===== src/inc/reader_irq_pkg.sv =====
// Notes on behaviour
// - Primary status bit 7 sets when a transmission completes.
// - Primary status bit 6 sets when a reception completes.
// - Bit 5 sets on FIFO below 6 bytes in transmit, above 18 in receive.
// - Primary bit 4 sets whenever any reception or transmission error source fires.
// - Bit 3 flags header bit one, or two bytes in FIFO with option.
// - Bit 1 sets when automatic acknowledge ends, success, timeout or error.
// - Both status registers read zero after reset and while chip enable is low.
// - A completed read of a status register clears what was read.
// - Secondary bit 7 sets on either edge of oscillator, PLL or field status.
// - Secondary bit 6 sets when a direct command finishes.
// - Secondary bit 2 flags CRC error; bit 1 short reception or protocol violation.
// - Secondary bit 0 flags preamble error or FIFO overflow in either direction.
// - Interrupt output is high while any enabled flag is set.
// - FIFO status bit 7 shows transmit active, bit 6 receive active.
// - FIFO status bit 5 sets when more than 24 bytes were loaded.
// - Five-bit unread byte count, reading 1Fh for an empty FIFO.
// - Flags always set on events; enables gate the interrupt output and the no-response abort.
// - With no-response interrupt disabled, the timer never aborts a reception.
// - With the option set, header flag becomes the second-byte flag.
package reader_irq_pkg;

  // Register indices; byte address is four times the index
  localparam logic [7:0] IDX_ENABLE_PRIMARY   = 8'h35;
  localparam logic [7:0] IDX_ENABLE_SECONDARY = 8'h36;
  localparam logic [7:0] IDX_STATUS_PRIMARY   = 8'h37;
  localparam logic [7:0] IDX_STATUS_SECONDARY = 8'h38;
  localparam logic [7:0] IDX_FIFO_STATUS      = 8'h39;
  localparam logic [7:0] IDX_RX_LENGTH_UPPER  = 8'h3a;

  // Reset values
  localparam logic [7:0] RST_ENABLE_PRIMARY   = 8'hf7;
  localparam logic [7:0] RST_ENABLE_SECONDARY = 8'h40;
  localparam logic [7:0] RST_STATUS           = 8'h00;
  localparam logic [7:0] RST_RX_LENGTH_UPPER  = 8'h00;

  // Primary status bit positions
  localparam int P_TX_DONE   = 7;
  localparam int P_RX_DONE   = 6;
  localparam int P_FIFO_LVL  = 5;
  localparam int P_ERROR     = 4;
  localparam int P_HEADER    = 3;
  localparam int P_AUTO_ACK  = 1;
  localparam int P_NO_RESP   = 0;
  localparam logic [7:0] PRIMARY_USED   = 8'hfb;

  // Secondary status bit positions
  localparam int S_ANALOG    = 7;
  localparam int S_CMD_DONE  = 6;
  localparam int S_CRC       = 2;
  localparam int S_LENGTH    = 1;
  localparam int S_PREAMBLE  = 0;
  localparam logic [7:0] SECONDARY_USED = 8'hc7;

  // FIFO status layout and rx length option bit
  localparam int F_TX_ACTIVE = 7;
  localparam int F_RX_ACTIVE = 6;
  localparam int F_OVERFLOW  = 5;
  localparam int RXL_SECOND_BYTE_BIT = 6;

  // FIFO thresholds in bytes
  localparam logic [5:0] TX_LOW_LEVEL    = 6'd6;
  localparam logic [5:0] RX_HIGH_LEVEL   = 6'd18;
  localparam logic [5:0] FIFO_CAPACITY   = 6'd24;
  localparam logic [5:0] SECOND_BYTE_LVL = 6'd2;
  localparam logic [4:0] EMPTY_READ_CODE = 5'h1f;

  // Event strobes from the reader core, one clock pulses
  typedef struct packed {
    logic tx_done;
    logic rx_done;
    logic header_bit_one;
    logic auto_ack_done;
    logic no_response_timeout;
    logic cmd_done;
    logic crc_error;
    logic length_error;
    logic protocol_error;
    logic preamble_error;
  } reader_events_t;

  // FIFO side levels, same clock
  typedef struct packed {
    logic       tx_active;
    logic       rx_active;
    logic       push;
    logic [5:0] level;
  } fifo_view_t;

  // Asynchronous analog status pins
  typedef struct packed {
    logic osc_ok;
    logic pll_ok;
    logic field_present_good;
  } analog_status_t;

endpackage : reader_irq_pkg


===== src/logic/reader_irq_status.sv =====
`timescale 1ns/1ps
module reader_irq_status (
  // Clock and reset
  input  wire logic                           clock,
  input  wire logic                           sys_rst,
  // APB slave
  input  wire logic                           psel,
  input  wire logic                           penable,
  input  wire logic                           pwrite,
  input  wire logic [11:0]                    paddr,
  input  wire logic [31:0]                    pwdata,
  output logic      [31:0]                    prdata,
  output logic                                pready,
  output logic                                pslverr,
  // Pins
  input  wire logic                           chip_enable,
  input  wire reader_irq_pkg::analog_status_t analog_pins,
  // Reader core
  input  wire reader_irq_pkg::reader_events_t events,
  input  wire reader_irq_pkg::fifo_view_t     fifo,
  // Outputs
  output logic                                irq,
  output logic                                abort_receive,
  output logic                                direct_fifo_second_byte_option
);
  import reader_irq_pkg::*;

  typedef struct packed {
    logic [7:0] enable_primary;
    logic [7:0] enable_secondary;
    logic [7:0] status_primary;
    logic [7:0] status_secondary;
    logic [7:0] rx_length_upper;
    logic       overflow;
    logic       fifo_cond;
    logic       second_cond;
    logic [1:0] chip_en_sync;
    logic [2:0] ana_meta;
    logic [2:0] ana_sync;
    logic [2:0] ana_last;
    logic [7:0] read_snap;
    logic [31:0] rdata;
  } state_t;

  state_t s_q;
  state_t s_d;

  function automatic logic [7:0] word_index(input logic [11:0] addr);
    word_index = addr[9:2];
  endfunction : word_index

  function automatic logic mapped(input logic [7:0] idx);
    mapped = (idx >= IDX_ENABLE_PRIMARY) && (idx <= IDX_RX_LENGTH_UPPER);
  endfunction : mapped

  logic       setup;
  logic       access;
  logic [7:0] idx;
  logic       addr_ok;
  logic       chip_on;
  logic [4:0] unread;
  logic [7:0] fifo_status;
  logic [7:0] p_set;
  logic [7:0] s_set;
  logic       any_error;
  logic       ovf_event;
  logic       fifo_now;
  logic       second_now;
  logic       option;
  logic       clear_primary;
  logic       clear_secondary;

  assign setup   = psel && !penable;
  assign access  = psel && penable;
  assign idx     = word_index(paddr);
  assign addr_ok = mapped(idx) && (paddr[1:0] == 2'b00) && (paddr[11:10] == 2'b00);
  assign chip_on = s_q.chip_en_sync[1];
  assign option  = s_q.rx_length_upper[RXL_SECOND_BYTE_BIT];

  assign unread = (fifo.level == 6'd0) ? EMPTY_READ_CODE : fifo.level[4:0];

  always_comb begin
    fifo_status              = {3'b000, unread};
    fifo_status[F_TX_ACTIVE] = fifo.tx_active;
    fifo_status[F_RX_ACTIVE] = fifo.rx_active;
    fifo_status[F_OVERFLOW]  = s_q.overflow;
  end

  assign ovf_event = fifo.push && (fifo.level >= FIFO_CAPACITY);

  assign fifo_now = (fifo.tx_active && (fifo.level < TX_LOW_LEVEL)) ||
                    (fifo.rx_active && (fifo.level > RX_HIGH_LEVEL));

  assign second_now = option && fifo.rx_active && (fifo.level >= SECOND_BYTE_LVL);

  assign any_error = events.crc_error || events.length_error || events.protocol_error ||
                     events.preamble_error || ovf_event;

  // Set terms; flags ignore enables
  always_comb begin
    p_set = 8'h00;
    s_set = 8'h00;
    p_set[P_TX_DONE] = events.tx_done;
    p_set[P_RX_DONE] = events.rx_done;
    p_set[P_FIFO_LVL] = fifo_now && !s_q.fifo_cond;
    p_set[P_ERROR] = any_error;
    p_set[P_HEADER] = option ? (second_now && !s_q.second_cond) : events.header_bit_one;
    p_set[P_AUTO_ACK] = events.auto_ack_done;
    p_set[P_NO_RESP]  = events.no_response_timeout;
    s_set[S_ANALOG] = |(s_q.ana_sync ^ s_q.ana_last);
    s_set[S_CMD_DONE] = events.cmd_done;
    s_set[S_CRC]    = events.crc_error;
    s_set[S_LENGTH] = events.length_error || events.protocol_error;
    s_set[S_PREAMBLE] = events.preamble_error || ovf_event;
  end

  // Clear at end of read phase
  assign clear_primary   = access && !pwrite && addr_ok && (idx == IDX_STATUS_PRIMARY);
  assign clear_secondary = access && !pwrite && addr_ok && (idx == IDX_STATUS_SECONDARY);

  always_comb begin
    s_d = s_q;

    // Chip enable and analog pins pass two flops first
    s_d.chip_en_sync = {s_q.chip_en_sync[0], chip_enable};
    s_d.ana_meta     = {analog_pins.osc_ok, analog_pins.pll_ok, analog_pins.field_present_good};
    s_d.ana_sync     = s_q.ana_meta;
    s_d.ana_last     = s_q.ana_sync;

    s_d.fifo_cond   = fifo_now;
    s_d.second_cond = second_now;

    // Only bits shown to the host are cleared; set wins over clear
    s_d.status_primary = ((s_q.status_primary & ~(clear_primary ? s_q.read_snap : 8'h00)) | p_set)
                         & PRIMARY_USED;
    s_d.status_secondary = ((s_q.status_secondary & ~(clear_secondary ? s_q.read_snap : 8'h00)) | s_set)
                           & SECONDARY_USED;

    // Overflow stays until a new transfer starts
    if (ovf_event) begin
      s_d.overflow = 1'b1;
    end else if (fifo.push && fifo.level == 6'd0) begin
      s_d.overflow = 1'b0;
    end

    // Read data captured in setup so the clear matches what is returned
    if (setup) begin
      s_d.read_snap = 8'h00;
      s_d.rdata     = 32'h0000_0000;
      if (addr_ok) begin
        unique case (idx)
          IDX_ENABLE_PRIMARY:   s_d.rdata = {24'h000000, s_q.enable_primary};
          IDX_ENABLE_SECONDARY: s_d.rdata = {24'h000000, s_q.enable_secondary};
          IDX_STATUS_PRIMARY: begin
            s_d.rdata     = {24'h000000, s_q.status_primary};
            s_d.read_snap = s_q.status_primary;
          end
          IDX_STATUS_SECONDARY: begin
            s_d.rdata     = {24'h000000, s_q.status_secondary};
            s_d.read_snap = s_q.status_secondary;
          end
          IDX_FIFO_STATUS:      s_d.rdata = {24'h000000, fifo_status};
          IDX_RX_LENGTH_UPPER:  s_d.rdata = {24'h000000, s_q.rx_length_upper};
          default:              s_d.rdata = 32'h0000_0000;
        endcase
      end
    end

    // Writes take effect at the access edge; status registers ignore writes
    if (access && pwrite && addr_ok) begin
      unique case (idx)
        IDX_ENABLE_PRIMARY:   s_d.enable_primary   = pwdata[7:0];
        IDX_ENABLE_SECONDARY: s_d.enable_secondary = pwdata[7:0];
        IDX_RX_LENGTH_UPPER:  s_d.rx_length_upper  = pwdata[7:0];
        default:              s_d.rx_length_upper  = s_q.rx_length_upper;
      endcase
    end

    if (!chip_on) begin
      s_d.status_primary   = RST_STATUS;
      s_d.status_secondary = RST_STATUS;
      s_d.overflow         = 1'b0;
    end
  end

  always_ff @(posedge clock) begin
    if (sys_rst) begin
      s_q.enable_primary   <= RST_ENABLE_PRIMARY;
      s_q.enable_secondary <= RST_ENABLE_SECONDARY;
      s_q.status_primary   <= RST_STATUS;
      s_q.status_secondary <= RST_STATUS;
      s_q.rx_length_upper  <= RST_RX_LENGTH_UPPER;
      s_q.overflow         <= 1'b0;
      s_q.fifo_cond        <= 1'b0;
      s_q.second_cond      <= 1'b0;
      s_q.chip_en_sync     <= 2'b00;
      s_q.ana_meta         <= 3'b000;
      s_q.ana_sync         <= 3'b000;
      s_q.ana_last         <= 3'b000;
      s_q.read_snap        <= 8'h00;
      s_q.rdata            <= 32'h0000_0000;
    end else begin
      s_q <= s_d;
    end
  end

  // No wait states: data is ready in the access cycle
  assign pready  = access;
  assign pslverr = access && !addr_ok;
  assign prdata  = s_q.rdata;

  assign irq = |(s_q.status_primary & s_q.enable_primary & PRIMARY_USED) ||
               |(s_q.status_secondary & s_q.enable_secondary & SECONDARY_USED);

  assign abort_receive = events.no_response_timeout && s_q.enable_primary[P_NO_RESP] && fifo.rx_active;

  // Routing option for the receive path
  assign direct_fifo_second_byte_option = option;

endmodule : reader_irq_status


===== config.mk =====
export PLATFORM = sky130hd
export DESIGN_NAME = reader_irq_status
export DESIGN_NICKNAME = d
export VERILOG_FILES = /design/src/inc/reader_irq_pkg.sv /design/src/logic/reader_irq_status.sv
export SDC_FILE = /design/constraint.sdc
export NUM_CORES = 1
export LEC_CHECK = 0
export BUFFER_PORTS_ARGS = -buffer_cell sky130_fd_sc_hd__buf_2
export CAP_MARGIN = 20
export CORE_ASPECT_RATIO = 1.25
export CORE_MARGIN = 3
export CORE_UTILIZATION = 40
export DETAILED_ROUTE_END_ITERATION = 8
export PLACE_DENSITY_LB_ADDON = 0.3
export SETUP_SLACK_MARGIN = 0.05
export SYNTH_ARGS = -nofsm -noshare
export SYNTH_HDL_FRONTEND = slang
export SYNTH_SLANG_ARGS = --single-unit

===== constraint.sdc =====
create_clock -name clock -period 2.8 [get_ports clock]
set_clock_uncertainty 0.1 [all_clocks]
set_input_delay 0.56 -clock clock [delete_from_list [all_inputs] [get_ports clock]]
set_output_delay 0.56 -clock clock [all_outputs]
set_load 0.01 [all_outputs]

==> key figures <==
Status
  – Status: completed

Floorplan
  – Top Ports: 109
  – Chip height: 109 um
  – Num rows: 36
  – Core area: 7970 um2
  – Die area: 9570 um2
  – Die Span X: 88.1 um
  – Starting Density: 42.3%

Global routing
  – GRT Overall Usage: 18.3%
  – Initial antenna violation count: 0
  – Pin count of the biggest net entering global routing: 38
  – Vias in the first global route: 2,633
  – GRT Residual Overflow: 0
  – First-pass GRT wire length: 13,200 um

Power
  – Flop pwr share: 47.2%
  – Internal power: 1.54 mW
  – Pwr Density: 530 nW/um2
  – Sw frac: 23.9%
  – Pwr Total: 2.02 mW
  – Leak Pwr: 1.70 nW
  – VDD IR max: 0.245 mV
  – Switch Pwr: 484 uW
  – Share of power burned in combinational logic: 8.6%
  – Clock network power share: 44.2%

Final layout
  – Layout area overhead: 13.4%
  – Ant diodes: 0
  – Final core occ: 47.9%
  – Share of cells above drive strength 1: 23.7%
  – Most common cell after layout, fill and taps aside: dfxtp_1
  – # nets final: 498
  – Commonest cells after routing, fill and taps aside: dfxtp_1, buf_2, nor2_1, conb_1, inv_1

Hold path
  – Min-delay worst type: in -> reg
  – HP Start: analog_pins[1]

Critical path
  – Crit path kind: in -> out
  – Nature of the critical path endpoint: primary output
  – FF-to-FF Start: s_q[73]$_SDFF_PP0_
  – Worst Path Required: 2140 ps
  – Worst setup path start: paddr[3]
  – Startpoint types: input port
  – Worst EP arrival: 1590 ps
  – Crit path max fanout: 14

Clock tree
  – TritonCTS clock tree: yes
  – Hold_buf cts: 0
  – Clk root buf: clkbuf_8
  – H-tree levels: 3
  – CTS sink count: 66
  – CTS Buffer Depth: 2
  – Clk slew on worst S/H paths: 70 ps
  – Setup bufs post-CTS: 0
  – Inserted Clock Buffers: 9
  – Post-CTS Resized: 0
  – Worst-skew pair later-pin latency: 350 ps

Logic synthesis
  – Yosys reg bits: 66
  – Post-synth EDFFs: 0
  – Synthesized instance count: 373
  – Post-synth cell types: 58
  – Register area share after synthesis: 39.2%
  – Post-synth ARST share: 0%
  – Ys Warns: 0
  – Dominant synthesized flop cell: dfxtp_1
  – Post-Syn Area: 3370 um2
  – Top area cells in the synthesized netlist: dfxtp_1, buf_4, mux2i_1
  – Cell taking the most area after synthesis: dfxtp_1
  – Area share of the largest cell type after synthesis: 39.2%
  – Mean post-synth cell area: 9.03 um2

Drt
  – Final WL: 8550 um
  – WL/cell: 16.3 um
  – Drt pass-1 iters: 7
  – Drt via density: 5.46
  – Number of remaining DRC errors: 0
  – Iteration-0 DRC Markers: 183
  – Final ANT Viol Nets: 0
  – Routed vias: 2,873

Timing
  – Slew headroom: 64.1%
  – Final min period: 2250 ps
  – F_max: 445 MHz
  – Slew Limit Fails: 0
  – # setup viols final: 0
  – Final setup TNS: 0 ps
  – Fin crit share: 80.3%
  – WHS: 312 ps
  – Final Hold Viols: 0
  – Worst-Margin Slew: 538 ps
  – RSZ-0062 raised after global routing: no

Placed design
  – Input/output buffers: 60
  – GPL Wtd Cong: 0.882
  – Detailed Place HPWL: 6480 um

Flow run
  – Total of max-cap violations: 0
-- per-stage QoR --
| stage | instance area [um2] | setup WS [ps] | std cells |
|---|---|---|---|
| global route | 3820 | 482 | 526 |
| finish | 3820 | 550 | 526 |
| floorplan | 3460 | 867 | 396 |
| CTS | 3820 | 555 | 526 |
| global placement | 3590 | 509 | 510 |
| detailed placement | 3590 | 497 | 510 |
-- state kept, by name, indices dropped and copies added (netlist names) --
register	cells
fifo_status	1
prdata	8
direct_fifo_second_byte_option	1
s_d	7
chip_on	1
s_q	48
-- cell usage after synthesis, drive strengths merged (7+ instances only) --
library cell	count
a211o	8
a21oi	12
a221oi	7
a22o	13
a22oi	7
a32oi	7
buf	40
clkbuf	7
dfxtp	66
inv	19
mux2i	18
nand2	17
nand2b	7
nor2	45
nor2b	16
nor3	9
o21ai	23
-- cell type report --
type	instances	area [um2]
multi-input cells	264	1740
repair buffers	66	345
clock buffers	10	138
fillers	778	4150
clock inverters	6	88.8
inverters	19	71.3
flip-flops and latches	66	1320
well taps	95	119
-- critical path, cell delays in order --
cell	delay, ps
buf_2	190
or2_1	290
a22o_4	270
a21oi_1	130
buf_2	150
-- cells by family (layout without fill, tap and decap cells) --
group	after synthesis	in the layout	synth area share, %
AO/OA/AOI/OAI	98	98	21.4
XOR/XNOR	3	3	0.780
buffers and inverters	66	101	11.8
flip-flops	66	66	39.2
multiplexers	21	21	6.35
other	1	24	0.111
AND/OR/NAND/NOR	118	118	20.3
-- worst paths after layout --
kind / to / slack [ps] / depth (start not counted)
max: pslverr / 550 / 5
min: s_d[44]$_SDFF_PP0_ / 310 / 2
max reg2reg: prdata[3]$_SDFFE_PP0P_ / 1460 / 4
min reg2reg: s_d[40]$_SDFF_PP0_ / 340 / 1
-- metal layers --
metal / track usage, % / vias to the layer above / part of all wire [%]
met5: 0 / - / 0
met4: 7.34 / 0 / 2.5
met3: 4.38 / 14 / 6.7
met2: 30.0 / 132 / 48
met1: 22.9 / 1328 / 43
li1: - / 1399 / -
-- power by group through the flow --
stage               logic, mW  clock network, mW  registers, mW
finish                  0.174              0.894          0.956
CTS                     0.173              0.913          0.955
detailed placement      0.172                  0          0.977
global route            0.193              0.950          0.956
global placement        0.170                  0          0.977
floorplan               0.126                  0          0.975
Note: power is estimated with default switching activity, not from simulation.
